==> src/logic/mbac_regs.svh <==
// address map and limits of the mode based access controller
// assumes a flat 24-bit cpu address space shared by code, data and sfr accesses
`ifndef MBAC_REGS_SVH
`define MBAC_REGS_SVH
`define MBAC_ROM_LO 24'h000000
`define MBAC_ROM_HI 24'h02dfff
`define MBAC_FIRMWARE_VECTOR_LO 24'h000100
`define MBAC_FIRMWARE_VECTOR_HI 24'h00011c
`define MBAC_SVEC_LO 24'h000200
`define MBAC_SVEC_HI 24'h00027c
`define MBAC_DFLASH_LO 24'h100000
`define MBAC_DFLASH_HI 24'h107fff
`define MBAC_AFLASH_HI 24'h22ffff
`define MBAC_DEEP_LO 24'h300000
`define MBAC_DEEP_HI 24'h3002ff
`define MBAC_MFR_LO 24'h300300
`define MBAC_MFR_HI 24'h3005ff
`define MBAC_MFR_VIS_LO 24'h300500
`define MBAC_AEEP_HI 24'h31ffff
`define MBAC_DRAM_LO 24'h400000
`define MBAC_DRAM_HI 24'h4001ff
`define MBAC_GRAM_LO 24'h400200
`define MBAC_GRAM_HI 24'h407fff
`define MBAC_CRAM_LO 24'h408000
`define MBAC_CRAM_HI 24'h408a7f
`define MBAC_CRAM_SIZE 12'ha80
`define MBAC_VIRT_LO 24'h800000
`define MBAC_VIRT_HI 24'h807dff
`define MBAC_SFRHW_LO 24'hff0000
`define MBAC_SFRHW_HI 24'hff7fff
`define MBAC_SFRCT_LO 24'hff8000
`define MBAC_SFRCT_HI 24'hffffff
`define MBAC_SEG_COUNT 8
`define MBAC_SEG_MAX 16
`endif

==> src/logic/mbac_pkg.sv <==
// types shared by the access controller files
// assumes mbac_regs.svh is on the include path
package mbac_pkg;
  typedef logic [23:0] mbac_addr_t;
  typedef enum logic [2:0] {
    mode_boot = 3'h0, mode_test = 3'h1, mode_fw = 3'h3, mode_sys = 3'h2, mode_user = 3'h6
  } mbac_mode_e;
  typedef enum logic [1:0] {kind_read = 2'h0, kind_write = 2'h1, kind_fetch = 2'h2} mbac_kind_e;
  typedef enum logic [3:0] {
    reg_none = 4'h0, reg_rom = 4'h1, reg_ded_flash = 4'h2, reg_app_flash = 4'h3,
    reg_ded_eep = 4'h4, reg_mfr_eep = 4'h5, reg_app_eep = 4'h6, reg_ded_ram = 4'h7,
    reg_gen_ram = 4'h8, reg_cop_ram = 4'h9, reg_sfr_hw = 4'ha, reg_sfr_ctrl = 4'hb
  } mbac_region_e;
  function automatic logic in_rng(input mbac_addr_t a, input mbac_addr_t lo, input mbac_addr_t hi);
    return (a >= lo) && (a <= hi);
  endfunction
endpackage

==> src/logic/mbac_region_decode.sv <==
// physical address to memory partition decode
// assumes addresses are already translated out of the virtual data space
`timescale 1ns/1ns
`include "mbac_regs.svh"
module mbac_region_decode
  import mbac_pkg::*;
(
  input wire mbac_addr_t addr,
  output mbac_region_e region
);
  function automatic mbac_region_e decode(input mbac_addr_t a);
    mbac_region_e r;
    r = reg_none;
    if (in_rng(a, `MBAC_ROM_LO, `MBAC_ROM_HI)) r = reg_rom;
    else if (in_rng(a, `MBAC_DFLASH_LO, `MBAC_DFLASH_HI)) r = reg_ded_flash;
    else if (in_rng(a, `MBAC_DFLASH_LO, `MBAC_AFLASH_HI)) r = reg_app_flash;
    else if (in_rng(a, `MBAC_DEEP_LO, `MBAC_DEEP_HI)) r = reg_ded_eep;
    else if (in_rng(a, `MBAC_MFR_LO, `MBAC_MFR_HI)) r = reg_mfr_eep;
    else if (in_rng(a, `MBAC_DEEP_LO, `MBAC_AEEP_HI)) r = reg_app_eep;
    else if (in_rng(a, `MBAC_DRAM_LO, `MBAC_DRAM_HI)) r = reg_ded_ram;
    else if (in_rng(a, `MBAC_GRAM_LO, `MBAC_GRAM_HI)) r = reg_gen_ram;
    else if (in_rng(a, `MBAC_CRAM_LO, `MBAC_CRAM_HI)) r = reg_cop_ram;
    else if (in_rng(a, `MBAC_SFRHW_LO, `MBAC_SFRHW_HI)) r = reg_sfr_hw;
    else if (in_rng(a, `MBAC_SFRCT_LO, `MBAC_SFRCT_HI)) r = reg_sfr_ctrl;
    return r;
  endfunction

  assign region = decode(addr);
endmodule // mbac_region_decode

==> src/logic/mbac_segment_check.sv <==
// software defined user segments: bounds, permissions and virtual translation
// assumes writes arrive already qualified by the privileged mode
`timescale 1ns/1ns
`include "mbac_regs.svh"
module mbac_segment_check
  import mbac_pkg::*;
#(
  parameter int SEG_COUNT = `MBAC_SEG_COUNT
) (
  input wire logic clk,
  input wire logic reset,
  input wire logic cfg_we,
  input wire logic [$clog2(SEG_COUNT)-1:0] cfg_idx,
  input wire mbac_addr_t cfg_base,
  input wire mbac_addr_t cfg_limit,
  input wire mbac_addr_t cfg_xlat,
  input wire logic [2:0] cfg_perm,
  input wire mbac_addr_t chk_addr,
  input wire mbac_kind_e chk_kind,
  output logic hit,
  output logic perm_ok,
  output mbac_addr_t xlat_addr
);
  generate
    if (SEG_COUNT < 2 || SEG_COUNT > `MBAC_SEG_MAX) begin : g_bad
      $error("segment count out of range");
    end
  endgenerate

  mbac_addr_t base_q [SEG_COUNT];
  mbac_addr_t limit_q [SEG_COUNT];
  mbac_addr_t xlat_q [SEG_COUNT];
  logic [2:0] perm_q [SEG_COUNT];
  logic [SEG_COUNT-1:0] hit_vec;
  logic [SEG_COUNT-1:0] ok_vec;
  mbac_addr_t xl_vec [SEG_COUNT];

  always_ff @(posedge clk or posedge reset) begin
    if (reset) begin
      for (int i = 0; i < SEG_COUNT; i++) begin
        base_q[i] <= 24'h000000;
        limit_q[i] <= 24'h000000;
        xlat_q[i] <= 24'h000000;
        perm_q[i] <= 3'h0;
      end
    end else if (cfg_we) begin
      base_q[cfg_idx] <= cfg_base;
      limit_q[cfg_idx] <= cfg_limit;
      xlat_q[cfg_idx] <= cfg_xlat;
      perm_q[cfg_idx] <= cfg_perm;
    end
  end

  // a segment with no permission bit set counts as revoked and never hits
  genvar g;
  generate
    for (g = 0; g < SEG_COUNT; g++) begin : g_seg
      assign hit_vec[g] = in_rng(chk_addr, base_q[g], limit_q[g]) && (perm_q[g] != 3'h0);
      assign ok_vec[g] = perm_q[g][chk_kind];
      assign xl_vec[g] = chk_addr - base_q[g] + xlat_q[g];
    end
  endgenerate

  // lowest index wins where segments overlap
  always_comb begin
    hit = 1'b0;
    perm_ok = 1'b0;
    xlat_addr = chk_addr;
    for (int i = SEG_COUNT - 1; i >= 0; i--) begin
      if (hit_vec[i]) begin
        hit = 1'b1;
        perm_ok = ok_vec[i];
        xlat_addr = xl_vec[i];
      end
    end
  end
endmodule // mbac_segment_check

==> src/logic/mbac_top.sv <==
// cpu mode tracking and per access grant or refusal towards the memories
// assumes one cpu request per cycle, answered on the next edge; coprocessor port is trusted
`timescale 1ns/1ns
`include "mbac_regs.svh"
// Notes on behaviour
// fetch of a firmware vector entry switches the cpu into firmware mode.
// fetch of a system call vector entry switches the cpu into system mode.
// rom and the dedicated flash part serve only dedicated software.
// the dedicated eeprom part serves only dedicated software.
// the dedicated ram part serves only dedicated software.
// system mode reaches application memories fully; user mode only where granted.
// system mode software sets up segments granting or revoking user access.
// manufacturer eeprom area has own control; only its upper part is readable.
// test mode reaches all application memories.
// boot and firmware mode cannot read, write or fetch application memories; code lets granted firmware read and write app flash and eeprom.
// firmware reaches application nonvolatile memory only after system mode grants it.
// mode decides mapping; dedicated partitions hidden from system and user code.
// user mode accesses to memories and hardware sfrs need a segment hit.
// application ram splits into general region and coprocessor shared region.
// coprocessor reaches its shared ram directly, without any check; the code drops requests with cop_offset at or above the shared ram size.
// virtual data space maps to general ram, except user mode uses segments.
// a refused access never reaches memory and raises a fault to the cpu.
module mbac_top
  import mbac_pkg::*;
#(
  parameter int SEG_COUNT = `MBAC_SEG_COUNT
) (
  input wire logic clk,
  input wire logic reset,
  input wire logic req_valid,
  input wire mbac_kind_e req_kind,
  input wire mbac_addr_t req_addr,
  input wire logic mode_leave,
  input wire logic test_enable,
  input wire logic seg_cfg_we,
  input wire logic [$clog2(SEG_COUNT)-1:0] seg_cfg_idx,
  input wire mbac_addr_t seg_cfg_base,
  input wire mbac_addr_t seg_cfg_limit,
  input wire mbac_addr_t seg_cfg_xlat,
  input wire logic [2:0] seg_cfg_perm,
  input wire logic fw_grant_we,
  input wire logic fw_grant_val,
  input wire logic cop_req,
  input wire logic cop_we,
  input wire logic [11:0] cop_offset,
  output mbac_mode_e mode,
  output logic mem_valid,
  output mbac_kind_e mem_kind,
  output mbac_addr_t mem_addr,
  output mbac_region_e mem_region,
  output logic fault,
  output mbac_addr_t fault_addr,
  output logic cfg_refused,
  output logic cop_mem_valid,
  output logic cop_mem_we,
  output mbac_addr_t cop_mem_addr
);
  mbac_mode_e mode_q, mode_d;
  logic fw_grant_q;
  logic mem_valid_q, fault_q, cfg_refused_q, cop_valid_q, cop_we_q;
  mbac_kind_e mem_kind_q;
  mbac_addr_t mem_addr_q, fault_addr_q, cop_addr_q;
  mbac_region_e mem_region_q;

  wire is_boot = (mode_q == mode_boot);
  wire is_test = (mode_q == mode_test);
  wire is_fw = (mode_q == mode_fw);
  wire is_sys = (mode_q == mode_sys);
  wire is_user = (mode_q == mode_user);
  wire is_fetch = (req_kind == kind_fetch);
  wire is_write = (req_kind == kind_write);
  wire aligned = (req_addr[1:0] == 2'h0);
  wire vec_fw = req_valid && is_fetch && aligned && in_rng(req_addr, `MBAC_FIRMWARE_VECTOR_LO, `MBAC_FIRMWARE_VECTOR_HI);
  wire vec_sys = req_valid && is_fetch && aligned && in_rng(req_addr, `MBAC_SVEC_LO, `MBAC_SVEC_HI);
  wire vec_any = vec_fw || vec_sys;

  // virtual data space translation
  wire virt = in_rng(req_addr, `MBAC_VIRT_LO, `MBAC_VIRT_HI);
  wire seg_hit;
  wire seg_perm_ok;
  mbac_addr_t seg_xlat;
  wire mbac_addr_t virt_phys = `MBAC_GRAM_LO + (req_addr - `MBAC_VIRT_LO);
  wire mbac_addr_t eff_addr = !virt ? req_addr : (is_user ? seg_xlat : virt_phys);
  mbac_region_e region;

  wire seg_we = seg_cfg_we && is_sys;
  mbac_segment_check #(
    .SEG_COUNT(SEG_COUNT)
  ) u_seg (
    .clk(clk),
    .reset(reset),
    .cfg_we(seg_we),
    .cfg_idx(seg_cfg_idx),
    .cfg_base(seg_cfg_base),
    .cfg_limit(seg_cfg_limit),
    .cfg_xlat(seg_cfg_xlat),
    .cfg_perm(seg_cfg_perm),
    .chk_addr(req_addr),
    .chk_kind(req_kind),
    .hit(seg_hit),
    .perm_ok(seg_perm_ok),
    .xlat_addr(seg_xlat)
  );

  mbac_region_decode u_dec (
    .addr(eff_addr),
    .region(region)
  );

  // region classes; general and shared ram are both application ram
  wire r_ded_code = (region == reg_rom) || (region == reg_ded_flash);
  wire r_ded_eep = (region == reg_ded_eep);
  wire r_ded_ram = (region == reg_ded_ram);
  wire r_ded = r_ded_code || r_ded_eep || r_ded_ram;
  wire r_app_ram = (region == reg_gen_ram) || (region == reg_cop_ram);
  wire r_app = (region == reg_app_flash) || (region == reg_app_eep) || r_app_ram;
  wire r_mfr = (region == reg_mfr_eep);
  wire r_sfr_hw = (region == reg_sfr_hw);
  wire r_sfr_ct = (region == reg_sfr_ctrl);
  wire r_fw_nvm = (region == reg_app_flash) || (region == reg_app_eep) || r_mfr;
  wire rom_write = (region == reg_rom) && is_write;
  wire seg_ok = seg_hit && seg_perm_ok;
  // only the upper manufacturer part is visible, and never writable, in system and user mode
  wire mfr_vis = r_mfr && !is_write && in_rng(eff_addr, `MBAC_MFR_VIS_LO, `MBAC_MFR_HI);

  wire allow_boot = r_ded || r_sfr_hw || r_sfr_ct;
  wire allow_test = r_ded || r_app || r_mfr || r_sfr_hw || r_sfr_ct;
  wire allow_fw = r_ded || r_sfr_ct || (r_sfr_hw && seg_ok) || (fw_grant_q && r_fw_nvm && !is_fetch);
  wire allow_sys = r_app || mfr_vis || r_sfr_hw || r_sfr_ct;
  wire allow_user = seg_ok && (r_app || mfr_vis || r_sfr_hw);
  wire virt_miss = virt && is_user && !seg_hit;
  wire allow_mode = is_boot ? allow_boot :
                    is_test ? allow_test :
                    is_fw ? allow_fw :
                    is_sys ? allow_sys :
                    is_user ? allow_user : 1'b0;
  wire granted = vec_any || (allow_mode && !rom_write && !virt_miss);
  wire refused = req_valid && !granted;

  // mode transitions: vector entry wins over a privilege drop in the same cycle
  always_comb begin
    mode_d = mode_q;
    if (vec_fw) begin
      mode_d = mode_fw;
    end else if (vec_sys) begin
      mode_d = mode_sys;
    end else if (mode_leave) begin
      unique case (mode_q)
        mode_boot: mode_d = test_enable ? mode_test : mode_sys;
        mode_test: mode_d = mode_sys;
        mode_fw: mode_d = mode_sys;
        mode_sys: mode_d = mode_user;
        mode_user: mode_d = mode_user;
        default: mode_d = mode_boot;
      endcase
    end
  end

  always_ff @(posedge clk or posedge reset) begin
    if (reset) begin
      mode_q <= mode_boot;
      fw_grant_q <= 1'b0;
      cfg_refused_q <= 1'b0;
    end else begin
      mode_q <= mode_d;
      if (fw_grant_we && is_sys) begin
        fw_grant_q <= fw_grant_val;
      end
      cfg_refused_q <= (seg_cfg_we || fw_grant_we) && !is_sys;
    end
  end

  // a refused access drops the memory strobe entirely, so nothing is altered
  always_ff @(posedge clk or posedge reset) begin
    if (reset) begin
      mem_valid_q <= 1'b0;
      mem_kind_q <= kind_read;
      mem_addr_q <= 24'h000000;
      mem_region_q <= reg_none;
      fault_q <= 1'b0;
      fault_addr_q <= 24'h000000;
    end else begin
      mem_valid_q <= req_valid && granted;
      fault_q <= refused;
      if (req_valid && granted) begin
        mem_kind_q <= req_kind;
        mem_addr_q <= eff_addr;
        mem_region_q <= region;
      end
      if (refused) begin
        fault_addr_q <= req_addr;
      end
    end
  end

  // coprocessor path skips mode and segment checks, only bounding cop_offset to the shared ram size
  wire cop_in = cop_req && (cop_offset < `MBAC_CRAM_SIZE);
  always_ff @(posedge clk or posedge reset) begin
    if (reset) begin
      cop_valid_q <= 1'b0;
      cop_we_q <= 1'b0;
      cop_addr_q <= 24'h000000;
    end else begin
      cop_valid_q <= cop_in;
      cop_we_q <= cop_in && cop_we;
      if (cop_in) begin
        cop_addr_q <= `MBAC_CRAM_LO + {12'h000, cop_offset};
      end
    end
  end

  assign mode = mode_q;
  assign mem_valid = mem_valid_q;
  assign mem_kind = mem_kind_q;
  assign mem_addr = mem_addr_q;
  assign mem_region = mem_region_q;
  assign fault = fault_q;
  assign fault_addr = fault_addr_q;
  assign cfg_refused = cfg_refused_q;
  assign cop_mem_valid = cop_valid_q;
  assign cop_mem_we = cop_we_q;
  assign cop_mem_addr = cop_addr_q;
endmodule // mbac_top

==> config.mk <==
export PLATFORM = sky130hd
export DESIGN_NAME = mbac_top
export DESIGN_NICKNAME = d
export VERILOG_FILES = /design/src/logic/mbac_pkg.sv /design/src/logic/mbac_region_decode.sv /design/src/logic/mbac_segment_check.sv /design/src/logic/mbac_top.sv
export VERILOG_INCLUDE_DIRS = /design/src /design/src/logic
export SDC_FILE = /design/constraint.sdc
export NUM_CORES = 2
export LEC_CHECK = 0
export BUFFER_PORTS_ARGS = -buffer_cell sky130_fd_sc_hd__buf_4
export CORE_UTILIZATION = 35
export DETAILED_ROUTE_END_ITERATION = 16
export GPL_TIMING_DRIVEN = 0
export PLACE_DENSITY = 0.54
export SYNTH_ARGS = -nofsm -noshare
export SYNTH_HDL_FRONTEND = slang
export SYNTH_HIERARCHICAL = 1
export SYNTH_SLANG_ARGS = --single-unit
==> constraint.sdc <==
create_clock -name clk -period 22.9 [get_ports clk]
set_input_delay 1.145 -clock clk [delete_from_list [all_inputs] [get_ports clk]]
set_output_delay 1.145 -clock clk [all_outputs]
set_load 0.05 [all_outputs]
==> run_results.csv <==
group,metric,value,unit
synth,ys_warn_count,6,
timing,setup_slack,9690,ps
clock_tree,cts_root_buf,"clkbuf_16",
placed_design,gp_congestion,0.986,
synth,synth_most_common_cell,"inv_1",
clock_tree,cts_setup_buffers,0,
route,ant_nets,0,
critical_path,cp_slowest_cell,"a2111oi_0",
critical_path,cp_data_arrival_time,13820,ps
critical_path,reg2reg_slack,10870,ps
outcome,outcome,"finished, violations left",
floorplan,rows,141,
timing,finalSetupTns,0,ps
outcome,violations,"max-capacitance violations, max-slew violations",
clock_tree,cts_hold_buf,0,
critical_path,cp.required,23510,ps
layout,regArea,16900,µm²
placed_design,dp_hpwl,160000,µm
route,via_per_inst,5.52,
floorplan,ios,212,
layout,finalNetCount,6896,
synth,synth_area_leader_cell,"dfrtp_1",
synth,synth_cell_types,101,
timing,drv_slew,2,
critical_path,cp-end-kind,"register",
route,drtIter0Drc,3957,
route,wl,210000,µm
synth,syn-instance-count,5696,
clock_tree,cts_tree,"done",
layout,fin_area,59500,µm²
layout,multi_input_area,30900,µm²
grt,grt.overflow.total,0,
critical_path,crit_path_frequent_cell,"a2111oi_0",
floorplan,initial_core_util,0.353,
critical_path,worstSetupPathType,"input port to register",
placed_design,io_buffer_count,199,
timing,rsz0062_at_grt,"no",
synth,yosys-top-cells-count,"1004 x inv_1, 676 x dfrtp_1, 578 x ha_1",
timing,max_freq,75.7,MHz
layout,drive_above_1_share,0.127,
timing,relSlewSlack,-0.0857,
timing,finalWorstPathRequiredPeriod,13210,ps
floorplan,die_area,151000,µm²
clock_tree,path_clk_slew,60,ps
clock_tree,cts_resized,0,
timing,hold_violations,0,
route,vias,44200,
synth,ys_async_sr_fraction,1.00,
synth,synth_seq_area_share,0.324,
synth,ys_ff_latch,676,
timing,skew,65.4,ps
floorplan,core_area,148000,µm²
grt,grt_pass1_vias,43700,
hold_path,hold_path.class,"input port to async pin",
clock_tree,clk_path_buf_depth,3,
clock_tree,cts_sinks,676,
floorplan,die_w,388,µm
synth,netlist_area,52200,µm²
clock_tree,clkLatencyLatePin,740,ps
critical_path,worst-path-max-fanout,16,
grt,grt_use_total,0.274,
placed_design,place_ws,9260,ps
critical_path,critPathMaxStageDelay,1150,ps
route,post_drt_wl_per_cell,26.2,µm
synth,synth_ff_type,"dfrtp_1",
timing,setup_viol,0,
placed_design,place_area,56500,µm²
timing,worst_pin_slew,1610,ps
grt,grt_max_degree,124,
synth,synthTopCellsByArea,"dfrtp_1 32%, ha_1 14%, mux2_2 7.3%, inv_1 7.2%, fa_1 7.1%",
job,max_cap_viol_count,2,
synth,avgSynthCellArea,9.17,µm²
critical_path,start_kind,"input port",
synth,synth_edf_count,0,
layout,area_delta_synth_final,13.9,%
synth,yosys.area.top_type_share,0.324,
timing,final.period_utilization,0.577,
route,drc_errors,0,
route,drt_first_pass_iters,5,
layout,fillers,14900,
grt,antenna_found_initial,22,
grt,grt_pass1_wl,300000,µm
clock_tree,htreeDepth,3,
timing,hold_ws,413,ps
floorplan,die_h,388,µm
clock_tree,cts_inserted_buffers,88,
layer usage:
metal	global-route usage	up-vias	part of all wire	wire length, µm
li1	-	20100	-	-
met1	0.364	22200	0.43	90200
met2	0.440	1535	0.45	95100
met3	0.0500	360	0.075	15700
met4	0.108	16	0.041	8490
met5	0	-	0.00049	103
critical path, delay by kind of cell:
kind	cells	cell delay, ps
AOI/OAI and AO/OA	15	5430
buffers and inverters	7	3150
and+or+nand+nor	7	3080
adders and majority gates	1	560
muxes	1	350
state kept, by name, summed over array words and instances, names as in the netlist:
register       cells
cfg_refused        1
cop_mem_addr      13
cop_mem_valid      1
cop_mem_we         1
fault              1
fault_addr        24
fw_grant_q         1
mem_addr          24
mem_kind           2
mem_region         4
mem_valid          1
mode               3
u_seg/base_q     192
u_seg/limit_q    192
u_seg/perm_q      24
u_seg/xlat_q     192
final timing paths:
kind	start	endpoint	cells past startpoint
setup / recovery	req_addr[0]	mem_kind[0]	31
hold / removal	reset	fault_addr[0]	2
setup reg to reg	u_seg/base_q[144]	mem_kind[0]	29
hold reg to reg	cop_mem_addr[8]	cop_mem_addr[8]	2
max in group asynchronous	reset	u_seg/base_q[59]	4
min in group clk	cop_mem_addr[8]	cop_mem_addr[8]	2
metrics by stage:
step,utilization,cells
after floorplan,-,5705
after global placement,0.380,7834
after detailed placement,0.382,7848
after CTS,0.402,8008
after global routing,0.402,8008
final,0.402,8012
cell usage in the layout, fill, tap and decap left out, drive strengths merged, types with 30 or more instances in the layout:
| cell type | instances |
|---|---|
| a211oi | 50 |
| a21o | 121 |
| a21oi | 280 |
| a221oi | 39 |
| a31oi | 30 |
| and2 | 35 |
| buf | 255 |
| clkbuf | 274 |
| dfrtp | 676 |
| fa | 184 |
| ha | 578 |
| inv | 1008 |
| mux2 | 340 |
| mux2i | 34 |
| nand2 | 552 |
| nand2b | 43 |
| nand3 | 59 |
| nand4 | 61 |
| nor2 | 167 |
| nor2b | 42 |
| nor3 | 71 |
| nor3b | 31 |
| o211ai | 44 |
| o21a | 45 |
| o21ai | 459 |
| o21bai | 32 |
| xnor2 | 109 |
| xor2 | 62 |
final cells by class:
class / instances / share of cell area
multi-input combinational: 3841 / 0.518
sequential: 676 / 0.284
inverter: 1005 / 0.0635
clock buffer: 133 / 0.0441
tap: 1930 / 0.0406
timing repair buffer: 213 / 0.0292
buffer: 183 / 0.0128
clock inverter: 27 / 0.00692
antenna: 4 / 0.000168
logic make-up (layout without fill, tap and decap cells):
logic type / count (synthesis) / after routing / synth area share
muxes: 374 / 374 / 0.0798
xor gates and xnor gates: 171 / 171 / 0.0287
other: 1 / 14 / 0.0000718
and+or+nand+nor: 1203 / 1203 / 0.111
AOI/OAI and AO/OA: 1321 / 1321 / 0.161
buffers and inverters: 1188 / 1561 / 0.0868
DFF: 676 / 676 / 0.324
adders and majority gates: 762 / 762 / 0.209
Power is left out: the tool's default activity adds up to more than one toggle a clock period on the data nets, which glitch-free logic cannot reach.
